**config.mk**
```make
export PLATFORM = sky130hd
export DESIGN_NAME = sbsf_top
export DESIGN_NICKNAME = d
export VERILOG_FILES = /design/src/design/sbsf_pkg.sv /design/src/design/sbsf_top.sv /design/src/design/sbsf_sync.sv /design/src/design/sbsf_fifo.sv
export SDC_FILE = /design/constraint.sdc
export NUM_CORES = 1
export LEC_CHECK = 0
export BUFFER_PORTS_ARGS = -buffer_cell sky130_fd_sc_hd__buf_4
export CORE_ASPECT_RATIO = 0.75
export CORE_MARGIN = 4
export CORE_UTILIZATION = 30
export CTS_CLUSTER_DIAMETER = 80
export DETAILED_ROUTE_END_ITERATION = 16
export HOLD_SLACK_MARGIN = 0.08
export PLACE_DENSITY_LB_ADDON = 0.08
export SLEW_MARGIN = 25
export SYNTH_ARGS = -nofsm -noshare
export SYNTH_HDL_FRONTEND = slang
export SYNTH_SLANG_ARGS = --single-unit
```
**constraint.sdc**
```tcl
create_clock -name clk_sys -period 4.4 [get_ports clk_sys]
set_clock_uncertainty 0.15 [all_clocks]
set_input_delay 1.32 -clock clk_sys [delete_from_list [all_inputs] [get_ports clk_sys]]
set_output_delay 1.32 -clock clk_sys [all_outputs]
set_load 0.005 [all_outputs]
```
**src/design/sbsf_pkg.sv**
```systemverilog
package sbsf_pkg;

  // ----------------------------------------------------------------
  // widths and depths
  // ----------------------------------------------------------------
  localparam int WORD_W = 16;
  localparam int FIFO_DEPTH = 32;
  localparam int CNT_W = 6;
  localparam int ADDR_W = 12;
  localparam int DATA_W = 32;
  localparam int PIN_W = 3;

  // ----------------------------------------------------------------
  // register map, byte addresses on the bus
  // ----------------------------------------------------------------
  localparam logic [ADDR_W-1:0] ADDR_STATUS = 12'h000;
  localparam logic [ADDR_W-1:0] ADDR_FRAMING = 12'h004;
  localparam logic [ADDR_W-1:0] ADDR_DATA = 12'h008;

  // ----------------------------------------------------------------
  // field positions and reset values
  // ----------------------------------------------------------------
  localparam int BIT_TX_FULL = 1;
  localparam int BIT_RX_FULL = 0;
  localparam int BIT_FRAME_EN = 15;
  localparam int BIT_FS_DIR = 14;
  localparam int BIT_FS_POL = 13;
  localparam int BIT_FS_EDGE = 1;
  localparam int BIT_ENH_BUF = 0;
  localparam logic [WORD_W-1:0] FRAMING_RESET = 16'h0000;
  localparam logic [3:0] BIT_CNT_LAST = 4'hF;
  localparam logic [1:0] RESP_OKAY = 2'h0;
  localparam logic [1:0] RESP_SLVERR = 2'h2;

  // ----------------------------------------------------------------
  // types
  // ----------------------------------------------------------------
  typedef struct packed {
    logic frameEnable;
    logic frameSyncDirection;
    logic frameSyncPolarity;
    logic frameSyncEdgeSelect;
    logic enhancedBufferEnable;
  } sbsf_cfg_s;

  typedef struct packed {
    logic sck;
    logic sdi;
    logic ss;
  } sbsf_pins_s;

  typedef enum logic [1:0] {WR_IDLE = 2'b00, WR_EXEC = 2'b01, WR_RESP = 2'b11} sbsf_wr_e;
  typedef enum logic [1:0] {LK_IDLE = 2'b00, LK_SHIFT = 2'b01} sbsf_link_e;
  typedef enum logic [1:0] {SEL_STATUS = 2'b00, SEL_FRAMING = 2'b01, SEL_DATA = 2'b11, SEL_NONE = 2'b10} sbsf_sel_e;

  // ----------------------------------------------------------------
  // shared helpers
  // ----------------------------------------------------------------
  // low two address bits are ignored, word aligned map
  function automatic sbsf_sel_e decodeAddr(input logic [ADDR_W-1:0] addr);
    case ({addr[ADDR_W-1:2], 2'b00})
      ADDR_STATUS: decodeAddr = SEL_STATUS;
      ADDR_FRAMING: decodeAddr = SEL_FRAMING;
      ADDR_DATA: decodeAddr = SEL_DATA;
      default: decodeAddr = SEL_NONE;
    endcase
  endfunction : decodeAddr

  // full flag: one word in standard mode, every slot in enhanced mode
  function automatic logic bufFull(input logic enh, input logic [CNT_W-1:0] count);
    bufFull = enh ? (count == CNT_W'(FIFO_DEPTH)) : (count != '0);
  endfunction : bufFull

  function automatic logic [WORD_W-1:0] cfgToWord(input sbsf_cfg_s c);
    cfgToWord = FRAMING_RESET;
    cfgToWord[BIT_FRAME_EN] = c.frameEnable;
    cfgToWord[BIT_FS_DIR] = c.frameSyncDirection;
    cfgToWord[BIT_FS_POL] = c.frameSyncPolarity;
    cfgToWord[BIT_FS_EDGE] = c.frameSyncEdgeSelect;
    cfgToWord[BIT_ENH_BUF] = c.enhancedBufferEnable;
  endfunction : cfgToWord

endpackage : sbsf_pkg

```
**src/design/sbsf_top.sv**
```systemverilog
`timescale 1ns/1ps
`default_nettype none

// Operation
// - standard mode: a cpu write to the data word sets the transmit-full flag, moving it into the shifter clears it.
// - enhanced mode: transmit-full sets when a write fills the last free slot and clears once any slot frees.
// - standard mode: a received word landing in the buffer sets receive-full, a cpu read of the data word clears it.
// - enhanced mode: receive-full sets when a received word fills the last slot and clears once a slot frees.
// - frame enable turns on framed transfers with the slave select pin as frame pulse, off when zero.
// - frame sync direction one takes the pulse as input from the far master, zero drives it out as master.
// - frame sync polarity one makes the pulse active high, zero active low, for driver and receiver alike.
// - frame edge select one puts the pulse on the first bit clock, zero one bit clock ahead of it.
// - the buffer mode bit picks enhanced multi-slot when one and standard single buffer when zero.
// - transmit-full reads one while no slot is free for a write (in standard mode, while loaded data waits) and zero once room exists.
module sbsf_top
  import sbsf_pkg::*;
(
  input wire logic clk_sys,
  input wire logic rst,
  input wire logic ce,
  input wire logic [ADDR_W-1:0] s_axi_awaddr,
  input wire logic s_axi_awvalid,
  output logic s_axi_awready,
  input wire logic [DATA_W-1:0] s_axi_wdata,
  input wire logic [3:0] s_axi_wstrb,
  input wire logic s_axi_wvalid,
  output logic s_axi_wready,
  output logic [1:0] s_axi_bresp,
  output logic s_axi_bvalid,
  input wire logic s_axi_bready,
  input wire logic [ADDR_W-1:0] s_axi_araddr,
  input wire logic s_axi_arvalid,
  output logic s_axi_arready,
  output logic [DATA_W-1:0] s_axi_rdata,
  output logic [1:0] s_axi_rresp,
  output logic s_axi_rvalid,
  input wire logic s_axi_rready,
  input wire logic sckIn,
  input wire logic sdiIn,
  output logic sdoOut,
  input wire logic slaveSelectPinIn,
  output logic slaveSelectPinOut,
  output logic slaveSelectPinOe
);

  // ----------------------------------------------------------------
  // pin synchronisers
  // ----------------------------------------------------------------
  sbsf_pins_s pinsRaw, pinsSync;
  logic [PIN_W-1:0] pinsSyncBits;

  assign pinsRaw = '{sck: sckIn, sdi: sdiIn, ss: slaveSelectPinIn};
  assign pinsSync = sbsf_pins_s'(pinsSyncBits);

  sbsf_sync #(.WIDTH(PIN_W)) uSync (
    .clk_sys(clk_sys),
    .rst(rst),
    .ce(ce),
    .din(pinsRaw),
    .dout(pinsSyncBits)
  );

  // ----------------------------------------------------------------
  // buffers and flags
  // ----------------------------------------------------------------
  sbsf_cfg_s cfg_q, cfg_d;
  logic txInValid, txInReady, txFifoReady, txOutValid, txOutReady;
  logic rxInValid, rxInReady, rxFifoReady, rxOutValid, rxOutReady;
  logic [WORD_W-1:0] txInData, txOutData, rxInData, rxOutData;
  logic [CNT_W-1:0] txCount, rxCount;
  logic txBufferFullFlag, rxBufferFullFlag;

  // flags follow occupancy, so a set and a clear in one cycle cannot lose an event
  assign txBufferFullFlag = bufFull(cfg_q.enhancedBufferEnable, txCount);
  assign rxBufferFullFlag = bufFull(cfg_q.enhancedBufferEnable, rxCount);
  // standard mode admits one word only; the bus write stalls on it
  assign txInReady = txFifoReady && !txBufferFullFlag;
  assign rxInReady = rxFifoReady && !rxBufferFullFlag;

  sbsf_fifo #(.WIDTH(WORD_W), .DEPTH(FIFO_DEPTH)) uTxHoldingBuffer (
    .clk_sys(clk_sys),
    .rst(rst),
    .ce(ce),
    .inValid(txInValid),
    .inReady(txFifoReady),
    .inData(txInData),
    .outValid(txOutValid),
    .outReady(txOutReady),
    .outData(txOutData),
    .count(txCount)
  );

  sbsf_fifo #(.WIDTH(WORD_W), .DEPTH(FIFO_DEPTH)) uRxHoldingBuffer (
    .clk_sys(clk_sys),
    .rst(rst),
    .ce(ce),
    .inValid(rxInValid && rxInReady),
    .inReady(rxFifoReady),
    .inData(rxInData),
    .outValid(rxOutValid),
    .outReady(rxOutReady),
    .outData(rxOutData),
    .count(rxCount)
  );

  // ----------------------------------------------------------------
  // bus write side
  // ----------------------------------------------------------------
  sbsf_wr_e wrState_q, wrState_d;
  logic awHave_q, awHave_d, wHave_q, wHave_d, bvalid_q, bvalid_d;
  logic [ADDR_W-1:0] awAddr_q, awAddr_d;
  logic [WORD_W-1:0] wData_q, wData_d;
  logic [1:0] wStrb_q, wStrb_d, bresp_q, bresp_d;
  logic [WORD_W-1:0] cfgWord;

  assign s_axi_awready = ce && (wrState_q == WR_IDLE) && !awHave_q;
  assign s_axi_wready = ce && (wrState_q == WR_IDLE) && !wHave_q;
  assign s_axi_bvalid = bvalid_q;
  assign s_axi_bresp = bresp_q;
  assign txInData = wData_q;

  // address and data taken in either order, then executed together
  always_comb begin
    wrState_d = wrState_q;
    awHave_d = awHave_q;
    awAddr_d = awAddr_q;
    wHave_d = wHave_q;
    wData_d = wData_q;
    wStrb_d = wStrb_q;
    bvalid_d = bvalid_q;
    bresp_d = bresp_q;
    cfg_d = cfg_q;
    txInValid = 1'b0;
    cfgWord = cfgToWord(cfg_q);
    case (wrState_q)
      WR_IDLE: begin
        if (s_axi_awvalid && !awHave_q) begin
          awHave_d = 1'b1;
          awAddr_d = s_axi_awaddr;
        end
        if (s_axi_wvalid && !wHave_q) begin
          wHave_d = 1'b1;
          wData_d = s_axi_wdata[WORD_W-1:0];
          wStrb_d = s_axi_wstrb[1:0];
        end
        if (awHave_q && wHave_q) begin
          wrState_d = WR_EXEC;
        end
      end
      WR_EXEC: begin
        // a data write waits here while the transmit side is full
        if (decodeAddr(awAddr_q) != SEL_DATA || txInReady) begin
          awHave_d = 1'b0;
          wHave_d = 1'b0;
          bvalid_d = 1'b1;
          bresp_d = RESP_OKAY;
          wrState_d = WR_RESP;
          case (decodeAddr(awAddr_q))
            SEL_FRAMING: begin
              if (wStrb_q[1]) begin
                cfgWord[15:8] = wData_q[15:8];
              end
              if (wStrb_q[0]) begin
                cfgWord[7:0] = wData_q[7:0];
              end
              cfg_d.frameEnable = cfgWord[BIT_FRAME_EN];
              cfg_d.frameSyncDirection = cfgWord[BIT_FS_DIR];
              cfg_d.frameSyncPolarity = cfgWord[BIT_FS_POL];
              cfg_d.frameSyncEdgeSelect = cfgWord[BIT_FS_EDGE];
              cfg_d.enhancedBufferEnable = cfgWord[BIT_ENH_BUF];
            end
            SEL_DATA: txInValid = 1'b1;
            SEL_STATUS: bresp_d = RESP_OKAY;
            default: bresp_d = RESP_SLVERR;
          endcase
        end
      end
      WR_RESP: begin
        if (s_axi_bready) begin
          bvalid_d = 1'b0;
          wrState_d = WR_IDLE;
        end
      end
      default: wrState_d = WR_IDLE;
    endcase
  end

  always_ff @(posedge clk_sys) begin
    if (rst) begin
      wrState_q <= WR_IDLE;
      awHave_q <= 1'b0;
      awAddr_q <= '0;
      wHave_q <= 1'b0;
      wData_q <= '0;
      wStrb_q <= '0;
      bvalid_q <= 1'b0;
      bresp_q <= RESP_OKAY;
      cfg_q <= '0;
    end else if (ce) begin
      wrState_q <= wrState_d;
      awHave_q <= awHave_d;
      awAddr_q <= awAddr_d;
      wHave_q <= wHave_d;
      wData_q <= wData_d;
      wStrb_q <= wStrb_d;
      bvalid_q <= bvalid_d;
      bresp_q <= bresp_d;
      cfg_q <= cfg_d;
    end
  end

  // ----------------------------------------------------------------
  // bus read side
  // ----------------------------------------------------------------
  logic rvalid_q, rvalid_d;
  logic [DATA_W-1:0] rdata_q, rdata_d;
  logic [1:0] rresp_q, rresp_d;

  assign s_axi_arready = ce && !rvalid_q;
  assign s_axi_rvalid = rvalid_q;
  assign s_axi_rdata = rdata_q;
  assign s_axi_rresp = rresp_q;

  // reading the data word pops one received word; empty reads give zero
  always_comb begin
    rvalid_d = rvalid_q;
    rdata_d = rdata_q;
    rresp_d = rresp_q;
    rxOutReady = 1'b0;
    if (rvalid_q) begin
      if (s_axi_rready) begin
        rvalid_d = 1'b0;
      end
    end else if (s_axi_arvalid) begin
      rvalid_d = 1'b1;
      rresp_d = RESP_OKAY;
      rdata_d = '0;
      case (decodeAddr(s_axi_araddr))
        SEL_STATUS: begin
          rdata_d[BIT_TX_FULL] = txBufferFullFlag;
          rdata_d[BIT_RX_FULL] = rxBufferFullFlag;
        end
        SEL_FRAMING: rdata_d[WORD_W-1:0] = cfgToWord(cfg_q);
        SEL_DATA: begin
          rdata_d[WORD_W-1:0] = rxOutValid ? rxOutData : '0;
          rxOutReady = rxOutValid;
        end
        default: rresp_d = RESP_SLVERR;
      endcase
    end
  end

  always_ff @(posedge clk_sys) begin
    if (rst) begin
      rvalid_q <= 1'b0;
      rdata_q <= '0;
      rresp_q <= RESP_OKAY;
    end else if (ce) begin
      rvalid_q <= rvalid_d;
      rdata_q <= rdata_d;
      rresp_q <= rresp_d;
    end
  end

  // ----------------------------------------------------------------
  // shift engine and frame pulse
  // ----------------------------------------------------------------
  sbsf_link_e linkState_q, linkState_d;
  logic [3:0] bitCnt_q, bitCnt_d;
  logic [WORD_W-1:0] shTx_q, shTx_d, shRx_q, shRx_d;
  logic loaded_q, loaded_d, loadedReal_q, loadedReal_d, sampled_q, sampled_d;
  logic fsOut_q, fsOut_d, ssOut_q, ssOut_d, sckPrev_q;
  logic sckRise, sckFall, frameMaster, fsLevelIn, pulseSeen, takeBit;

  assign sckRise = pinsSync.sck && !sckPrev_q;
  assign sckFall = !pinsSync.sck && sckPrev_q;
  assign frameMaster = cfg_q.frameEnable && !cfg_q.frameSyncDirection;
  assign fsLevelIn = cfg_q.frameSyncPolarity ? pinsSync.ss : !pinsSync.ss;
  assign pulseSeen = cfg_q.frameEnable && (frameMaster ? fsOut_q : fsLevelIn);
  assign rxInData = {shRx_q[WORD_W-2:0], pinsSync.sdi};
  assign sdoOut = shTx_q[WORD_W-1];
  assign slaveSelectPinOut = ssOut_q;
  assign slaveSelectPinOe = frameMaster;

  // sample on rising bit clock, shift out on falling, msb first
  always_comb begin
    linkState_d = linkState_q;
    bitCnt_d = bitCnt_q;
    shTx_d = shTx_q;
    shRx_d = shRx_q;
    loaded_d = loaded_q;
    loadedReal_d = loadedReal_q;
    sampled_d = sampled_q;
    fsOut_d = fsOut_q;
    txOutReady = 1'b0;
    rxInValid = 1'b0;
    takeBit = 1'b0;
    // preload so the first bit is on the pin before its clock; a zero fill is
    // swapped for real data until a bit clock arrives, else stale zeros would go out
    if (linkState_q == LK_IDLE && (!loaded_q || (!loadedReal_q && !sckRise))
        && (cfg_q.frameEnable || !pinsSync.ss)) begin
      loaded_d = 1'b1;
      sampled_d = 1'b0;
      shTx_d = txOutValid ? txOutData : '0;
      loadedReal_d = txOutValid;
      txOutReady = txOutValid;
    end
    // master pulse lasts one bit clock, launched on a falling edge
    if (!frameMaster) begin
      fsOut_d = 1'b0;
    end else if (sckFall) begin
      if (fsOut_q) begin
        fsOut_d = 1'b0;
      end else if (linkState_q == LK_IDLE && loaded_q && loadedReal_q) begin
        fsOut_d = 1'b1;
      end
    end
    case (linkState_q)
      LK_IDLE: begin
        if (sckRise && loaded_q) begin
          if (cfg_q.frameEnable) begin
            if (pulseSeen) begin
              linkState_d = LK_SHIFT;
              takeBit = cfg_q.frameSyncEdgeSelect;
            end
          end else if (!pinsSync.ss) begin
            linkState_d = LK_SHIFT;
            takeBit = 1'b1;
          end
        end
      end
      LK_SHIFT: begin
        // select released mid-word: the partial word is dropped
        if (!cfg_q.frameEnable && pinsSync.ss) begin
          linkState_d = LK_IDLE;
          bitCnt_d = '0;
          loaded_d = 1'b0;
        end else if (sckRise) begin
          takeBit = 1'b1;
        end
        if (sckFall && sampled_q) begin
          shTx_d = {shTx_q[WORD_W-2:0], 1'b0};
        end
      end
      default: linkState_d = LK_IDLE;
    endcase
    if (takeBit) begin
      shRx_d = rxInData;
      sampled_d = 1'b1;
      bitCnt_d = 4'(bitCnt_q + 1'b1);
      if (bitCnt_q == BIT_CNT_LAST) begin
        rxInValid = 1'b1;
        loaded_d = 1'b0;
        bitCnt_d = '0;
        linkState_d = LK_IDLE;
      end
    end
    ssOut_d = cfg_q.frameSyncPolarity ? fsOut_d : !fsOut_d;
  end

  always_ff @(posedge clk_sys) begin
    if (rst) begin
      linkState_q <= LK_IDLE;
      bitCnt_q <= '0;
      shTx_q <= '0;
      shRx_q <= '0;
      loaded_q <= 1'b0;
      loadedReal_q <= 1'b0;
      sampled_q <= 1'b0;
      fsOut_q <= 1'b0;
      ssOut_q <= 1'b1;
      sckPrev_q <= 1'b0;
    end else if (ce) begin
      linkState_q <= linkState_d;
      bitCnt_q <= bitCnt_d;
      shTx_q <= shTx_d;
      shRx_q <= shRx_d;
      loaded_q <= loaded_d;
      loadedReal_q <= loadedReal_d;
      sampled_q <= sampled_d;
      fsOut_q <= fsOut_d;
      ssOut_q <= ssOut_d;
      sckPrev_q <= pinsSync.sck;
    end
  end

  logic txPush, txPop, rxPush, rxPop, stdMode;
  assign txPush = ce && txInValid && txInReady;
  assign txPop = ce && txOutReady;
  assign rxPush = ce && rxInValid && rxInReady;
  assign rxPop = ce && rxOutReady;
  assign stdMode = !cfg_q.enhancedBufferEnable;
endmodule : sbsf_top

`default_nettype wire

```
**src/design/sbsf_sync.sv**
```systemverilog
`timescale 1ns/1ps
`default_nettype none

module sbsf_sync
  import sbsf_pkg::*;
#(
  parameter int WIDTH = PIN_W
) (
  input wire logic clk_sys,
  input wire logic rst,
  input wire logic ce,
  input wire logic [WIDTH-1:0] din,
  output logic [WIDTH-1:0] dout
);

  logic [WIDTH-1:0] meta_q;
  logic [WIDTH-1:0] stable_q;

  // two-stage level synchroniser; first stage feeds only the second
  always_ff @(posedge clk_sys) begin
    if (rst) begin
      meta_q <= '0;
      stable_q <= '0;
    end else if (ce) begin
      meta_q <= din;
      stable_q <= meta_q;
    end
  end

  assign dout = stable_q;

endmodule : sbsf_sync

`default_nettype wire

```
**src/design/sbsf_fifo.sv**
```systemverilog
`timescale 1ns/1ps
`default_nettype none

module sbsf_fifo
  import sbsf_pkg::*;
#(
  parameter int WIDTH = WORD_W,
  parameter int DEPTH = FIFO_DEPTH
) (
  input wire logic clk_sys,
  input wire logic rst,
  input wire logic ce,
  input wire logic inValid,
  output logic inReady,
  input wire logic [WIDTH-1:0] inData,
  output logic outValid,
  input wire logic outReady,
  output logic [WIDTH-1:0] outData,
  output logic [$clog2(DEPTH+1)-1:0] count
);

  localparam int AW = $clog2(DEPTH);
  localparam int CW = $clog2(DEPTH+1);

  logic [WIDTH-1:0] mem_q [DEPTH];
  logic [AW-1:0] wrPtr_q, wrPtr_d, rdPtr_q, rdPtr_d;
  logic [CW-1:0] cnt_q, cnt_d;
  logic push, pop;

  // pointers wrap by width, so depth must be a power of two
  assign inReady = (cnt_q != CW'(DEPTH));
  assign outValid = (cnt_q != '0);
  assign outData = mem_q[rdPtr_q];
  assign count = cnt_q;
  assign push = inValid && inReady;
  assign pop = outReady && outValid;

  // next pointers and occupancy
  always_comb begin
    wrPtr_d = push ? AW'(wrPtr_q + 1'b1) : wrPtr_q;
    rdPtr_d = pop ? AW'(rdPtr_q + 1'b1) : rdPtr_q;
    cnt_d = cnt_q;
    if (push && !pop) begin
      cnt_d = CW'(cnt_q + 1'b1);
    end else if (pop && !push) begin
      cnt_d = CW'(cnt_q - 1'b1);
    end
  end

  // storage needs no reset, only pointers and count do
  always_ff @(posedge clk_sys) begin
    if (rst) begin
      wrPtr_q <= '0;
      rdPtr_q <= '0;
      cnt_q <= '0;
    end else if (ce) begin
      wrPtr_q <= wrPtr_d;
      rdPtr_q <= rdPtr_d;
      cnt_q <= cnt_d;
      if (push) begin
        mem_q[wrPtr_q] <= inData;
      end
    end
  end

endmodule : sbsf_fifo

`default_nettype wire

```
# ---- After elaboration in Yosys (flattened, before gate mapping)
# Memories as Yosys holds them, arrays and structs flattened. A register that Yosys moved wholly into a read port is not among the register bits.
# Index checks and enable logic that the tools add are counted.
dict set report op_classes {
  addsub 9
  mul 0
  div 0
  magnitude_cmp 0
  eq_ne 22
  shift 0
  mux 91
  bitwise 1
  n_reduce_logical 88
}
# op count
set ops {}
lappend ops {{$mux 16} 5}
lappend ops {{$mux 1} 47}
lappend ops {{$mux 2} 17}
lappend ops {{$logic_and 1x1->1} 30}
lappend ops {{$pmux 14 s2} 1}
lappend ops {{$mux 6} 4}
lappend ops {{$pmux 2 s3} 4}
lappend ops {{$add 5x1->5 const B} 4}
lappend ops {{$eq 10x1->1 const B} 2}
lappend ops {{$eq 10x2->1 const B} 2}
lappend ops {{$logic_not 10->1} 2}
lappend ops {{$mux 5} 4}
lappend ops {{$logic_not 1->1} 18}
lappend ops {{$reduce_and 2->1} 9}
lappend ops {{$mux 4} 4}
lappend ops {{$reduce_and 4->1} 4}
lappend ops {{$reduce_and 3->1} 5}
lappend ops {{$reduce_bool 2->1} 7}
lappend ops {{$add 6x1->6 const B} 2}
lappend ops {{$eq 6x6->1 const B} 2}
lappend ops {{$ne 6x6->1 const B} 2}
lappend ops {{$reduce_bool 6->1} 2}
lappend ops {{$sub 6x1->6 const B} 2}
lappend ops {{$reduce_and 5->1} 2}
lappend ops {{12 further kinds} 30}
dict set report word_totals {
  register_bits 142
  latchBits 0
  ram_bits 1024
  romBits 0
  inputBits 71
  out_inout_bits 44
  wordCells 247
  mem_count 2
}
# memory depth width read_ports rd_ports_with_merged_regs wr line_no
set memory_table {}
lappend memory_table {uRxHoldingBuffer.mem_q 32 16 1 1 1 sbsf_fifo.sv:25} ;# logic [WIDTH-1:0] mem_q [DEPTH];
lappend memory_table {uTxHoldingBuffer.mem_q 32 16 1 1 1 sbsf_fifo.sv:25}

# ---- Longest topological paths before layout
dict set report depth {
  depth_word 16
  mapped_depth 13
  depth_no_buf 12
}

# ---- Hierarchy
# Synthesis repeated with hierarchy kept, for this count alone.
dict set report unflattened {
  hier_cells 2758
  area_unflattened_um2 46502.1
}
# mod n_inst cells_each area_each_um2
set modules_own_cells {}
lappend modules_own_cells {sbsf_fifo 2 1088 20776.2}
lappend modules_own_cells {sbsf_top 1 563 4735.8}
lappend modules_own_cells {sbsf_sync 1 19 214.0}

# ---- Worst setup path before layout
# OpenSTA, ideal clock, no wires.
dict set report synth_path {
  kind {input port to flip-flop}
  from {input s_axi_araddr[9]}
  to {register uRxHoldingBuffer.cnt_q[5] (netlist: uRxHoldingBuffer.count[5])}
  setup_time_ns 0.121
  t_arrival_ns 3.907
  path_slack_ns 0.223
  cell_stages 12
  n_path_buf 0
  path_cell_list {nor4_1 nand4b_1 nor2_1 nand3b_1 ha_1 inv_1 ha_1 a21o_1 a21oi_1 o21ai_0 nand3_1 mux2_2}
}
dict set report synth_between {
  elab_chain_len 13
  word_cells_on_any_way 17
  classes_between {eq/ne (3); mux (7); reduce/logical (7)}
}
# element line_no
set synth_lines {}
lappend synth_lines {{start, declared} sbsf_top.sv:31} ;# input wire logic [ADDR_W-1:0] s_axi_araddr,
lappend synth_lines {{$eq 10x2->1, or another cell as far along} sbsf_pkg.sv:61} ;# case ({addr[ADDR_W-1:2], 2'b00})
lappend synth_lines {{$pmux 2 s3 (*)} sbsf_pkg.sv:61}
lappend synth_lines {{$mux 2 (*)} sbsf_top.sv:234} ;# end else if (s_axi_arvalid) begin
lappend synth_lines {{$mux 2 (*)} sbsf_top.sv:230} ;# if (rvalid_q) begin
lappend synth_lines {{$eq 2x2->1 (*)} sbsf_top.sv:238} ;# case (decodeAddr(s_axi_araddr))
lappend synth_lines {{$mux 1 (*)} sbsf_top.sv:238}
lappend synth_lines {{$mux 1 (*)} sbsf_top.sv:234}
lappend synth_lines {{$mux 1 (*)} sbsf_top.sv:230}
lappend synth_lines {{$logic_and 1x1->1 (*)} sbsf_fifo.sv:36} ;# assign pop = outReady && outValid;
lappend synth_lines {{$logic_not 1->1} sbsf_fifo.sv:43} ;# if (push && !pop) begin
lappend synth_lines {{$logic_and 1x1->1} sbsf_fifo.sv:43}
lappend synth_lines {{$reduce_bool 2->1 (no source line)} --}
lappend synth_lines {{$reduce_and 2->1 (no source line)} --}
lappend synth_lines {{end signal, assigned} sbsf_fifo.sv:59} ;# cnt_q <= cnt_d;
lappend synth_lines {{end, declared} sbsf_fifo.sv:27} ;# logic [CW-1:0] cnt_q, cnt_d;
# Every way passes the cells marked *; elsewhere a longest branch is shown, timed or not. The select of a mux whose other input is x is not followed.
# A chain may end at the register's enable or synchronous reset.

# ---- Worst setup path after layout
dict set report layout_path {
  from {input ce}
  to {output s_axi_awready}
}
dict set report layout_between {
  elab_chain_len 2
}
# element line_no
set layout_lines {}
lappend layout_lines {{start, declared} sbsf_top.sv:20} ;# input wire logic ce,
lappend layout_lines {{$logic_and 1x1->1 (2 in a row)} sbsf_top.sv:116} ;# assign s_axi_awready = ce && (wrState_q == WR_IDLE) && !awHave_q;
lappend layout_lines {{end, declared} sbsf_top.sv:23} ;# output logic s_axi_awready,
# No other way between the ends.

==> results <==
- Along the worst path, the maximum fanout reaches 4.
- During placement, the flow inserted port buffers numbering 74.
- The number of antenna violations at the first check in global routing was 9.
- The tightest hold path in the finished design has a slack of 310.7 ps.
- For this run, the register share of the synthesized area comes to 0.7329.
- Row generation in the floorplan step produced 124 rows.
- The die extent in x is 460.2 µm.
- The height of the die is 347.1 µm.
- The final non-filler cell total is 4936.
- The cell count after placement is 4703.
- The CTS tree is done.
- The data required time of the critical path is 2930 ps.
- The number of instances in the synthesized netlist is 2572.
- The placed instances occupy a cell area of 49980 µm².
- The placer's final routability congestion estimate is 0.7659.
- The most common cell in the synthesized netlist is edfxtp_1.
- Setup repair after global routing left no endpoint under its margin.
- Counting the fill cells in the layout gives 14190.
- The share of the clock period used by the worst path is 0.8651.
- The relative max-transition margin is 0.3373.
- After the last flow step, the layout net total stands at 2913.
- Clock tree synthesis selected as its root buffer the cell clkbuf_16.
- The maximum number of pins on one net before global-route repair is 50.
- At the pin with the least slew margin, the transition time is 990.3 ps.
- The number of cells upsized or downsized after cts is 0.
- The first-pass GRT wire length is 191.5 mm.
- The share of synthesized area in the top cell type comes to 0.6684.
- In this run the cell area of the synthesized design comes to 46000 µm².
- The flow ran to the end, and the final reports show no timing, DRC or antenna violations.
- The classification of the worst setup path is input pin to output pin.
- At the end of the flow the core is filled with cells to 0.3556.
- The sum of net half-perimeters after detailed placement is 85.03 mm.
- Yosys printed 0 warnings.
- The number of buffers added for setup after CTS is 0.
- The H-tree was split into 4 levels.
- The latest clock arrival within the worst-skew pair is 740 ps.
- Based on the critical path, the design can be clocked at up to 0.2627 GHz.
- The floorplan die area is 159700 µm².
- The longest clock path from root to sink contains 3 buffers.
- The initial standard-cell utilization of the core is 0.3019.
- The post-route minimum period is 3806 ps.
- Of the cells placed in the final design, the portion with a size suffix greater than 1 is 0.2622.
- The final antenna-violating net count is 0.
- The aggregate global routing overflow is 0.
- The first detailed-routing pass took 5 iterations.
- The number of distinct standard cells referenced by the synthesized netlist is 71.
- The analysis attributes to cell leakage a power of 17.57 nW.
- The maximum vdd drop is 0.0003346 V.
- Dividing total power by cell area gives a power density of 464.7 nW/µm².
- The synthesized design contains 1024 enable-type register cells.
- With fillers left out, the area of the finished cells amounts to 54180 µm².
- The most used flip-flop cell after synthesis is edfxtp_1.
- In this run, CTS created clock tree buffers numbering 130.
- The number of top-level design ports is 115.
- The number of max-slew violations in the final report came to 0.
- The worst hold path belongs to the class flop to flop.
- Dividing the detail-routed via count by the number of cells gives 5.034.
- The hold violation total from the final report is 0.
- In this run, post-CTS hold repair placed 0 buffers.
- Overall power consumption after layout is estimated at 25.18 mW.
- From synthesis to final layout, the design area changed by 17.79%.
- The worst setup path is launched from an input pin.
- The proportion of register bits with asynchronous set or reset after synthesis is 0.
- Yosys attributes the largest share of cell area to edfxtp_1 67%, mux4_2 11%, dfxtp_1 6.4%, mux2i_1 2.4%, nand2_1 1.2%.
- Counting every sink on the clock net gives 1172.
- The arrival time of data at the critical path endpoint is 2340 ps.
- The post-synthesis register bit count is 1172.
- The total wirelength of the detailed-routed design is 134.6 mm.
- The biggest area contributor in the post-synthesis netlist is edfxtp_1.
- Ranked by instance count, the synthesized netlist is headed by 1024 x edfxtp_1, 218 x mux4_2, 152 x nand2_1, 148 x dfxtp_1, 139 x nor2_1.
- The core region is 152400 µm².
- The mean instance size in the synthesized netlist is 17.89 µm².
- The CTS clock-pin slew for the worst setup and hold paths is 60 ps.
- The combined global-route utilization of all metal layers is 0.1682.
- The initial detailed-routing violation count is 2246.
- The tool flagged a number of max-cap violations equal to 0.
- The total setup violations reported at the end of the flow is 0.
- The via count of the first global-routing pass is 25260.
- The detail-routed net length per standard cell is 27.27 µm.
- The detailed router placed 24850 vias in this run.
- The capturing element type of the critical path is an output pin.
- For this run, design rule violations remaining after detail routing come to 0.
[power breakdown]
group	internal [mW]	switching [mW]
Sequential	12.1	0.181
Combinational	0.919	1.20
Clock	6.33	4.46
Total	19.3	5.85
[final cells by class]
class	instances	area, µm²	share of cell area
clock inverter	58	579.3	0.01069
tap	2016	2522	0.04655
antenna	2	5.005	0.00009237
multi-input combinational	1228	11590	0.2140
timing repair buffer	257	2008	0.03706
inverter	30	112.6	0.002078
sequential	1172	33740	0.6228
clock buffer	173	3620	0.06680
[per-stage QoR]
stage,setup TNS (ps),setup slack (ps)
finish,0,593.5
global route,0,456.0
CTS,0,586.6
detailed placement,-42.45,-42.45
global placement,-62.65,-62.65
floorplan,0,222.8
[worst max-delay path, stage by stage]
cell      delay (ps)
buf_4            170
nand2b_1         170
nor3_2           450
buf_4            210
[kinds of logic (layout without fill, tap and decap cells)]
family | Yosys count | after routing | share of synthesized area
and+or+nand+nor | 501 | 501 | 0.05345
muxes | 351 | 351 | 0.1363
AOI/OAI and AO/OA | 321 | 321 | 0.04918
buffers and inverters | 189 | 518 | 0.01890
xor gates and xnor gates | 14 | 14 | 0.002665
other | 1 | 20 | 0.00008152
DFF | 1172 | 1172 | 0.7329
adders and majority gates | 23 | 23 | 0.006582
[metal layers]
| layer | track usage | wire length (µm) | vias up |
|---|---|---|---|
| li1 | - | - | 10840 |
| met1 | 0.2575 | 66940 | 13310 |
| met2 | 0.2475 | 58890 | 553 |
| met3 | 0.02580 | 6072 | 149 |
| met4 | 0.04656 | 2681 | 0 |
| met5 | 0 | 0 | - |
[path summary, 6_finish.rpt]
path,end,startpoint,depth (start not counted),slack (ps)
worst min-delay path,awAddr_q[10],awAddr_q[10],2,310
worst max-delay path,s_axi_awready,ce,4,590
worst min register to register,awAddr_q[10],awAddr_q[10],2,310
worst max register to register,uTxHoldingBuffer.count[5],uTxHoldingBuffer.count[1],11,710
[placed cells by master (no fill, tap or decap), drive strengths merged, types with 12 or more instances in the layout]
master,Yosys,layout
edfxtp,1024,1024
buf,73,257
mux4,218,218
clkbuf,86,173
nand2,156,156
dfxtp,148,148
nor2,139,139
mux2i,110,110
a21oi,79,79
nand3,40,40
o22ai,40,40
o21ai,40,40
clkinv,1,39
inv,29,38
a221oi,26,26
a221o,24,24
mux2,23,23
a31oi,23,23
a22oi,21,21
ha,21,21
and2,20,20
nor2b,20,20
conb,1,18
o221ai,16,16
nand4,16,16
nor4,16,16
nand3b,15,15
nand2b,13,13
nor3b,12,12
[sequential cells by signal (all words and copies together) (netlist names), 6 cells and up, named ones only]
| register | cells |
|---|---|
| txInData | 16 |
| uRxHoldingBuffer.mem_q | 512 |
| uTxHoldingBuffer.mem_q | 512 |
| uTxHoldingBuffer.count | 6 |
| shTx_q | 16 |
| shRx_q | 15 |
| s_axi_rdata | 16 |
| awAddr_q | 10 |
| uRxHoldingBuffer.count | 6 |
(Power assumes the default switching activity.)
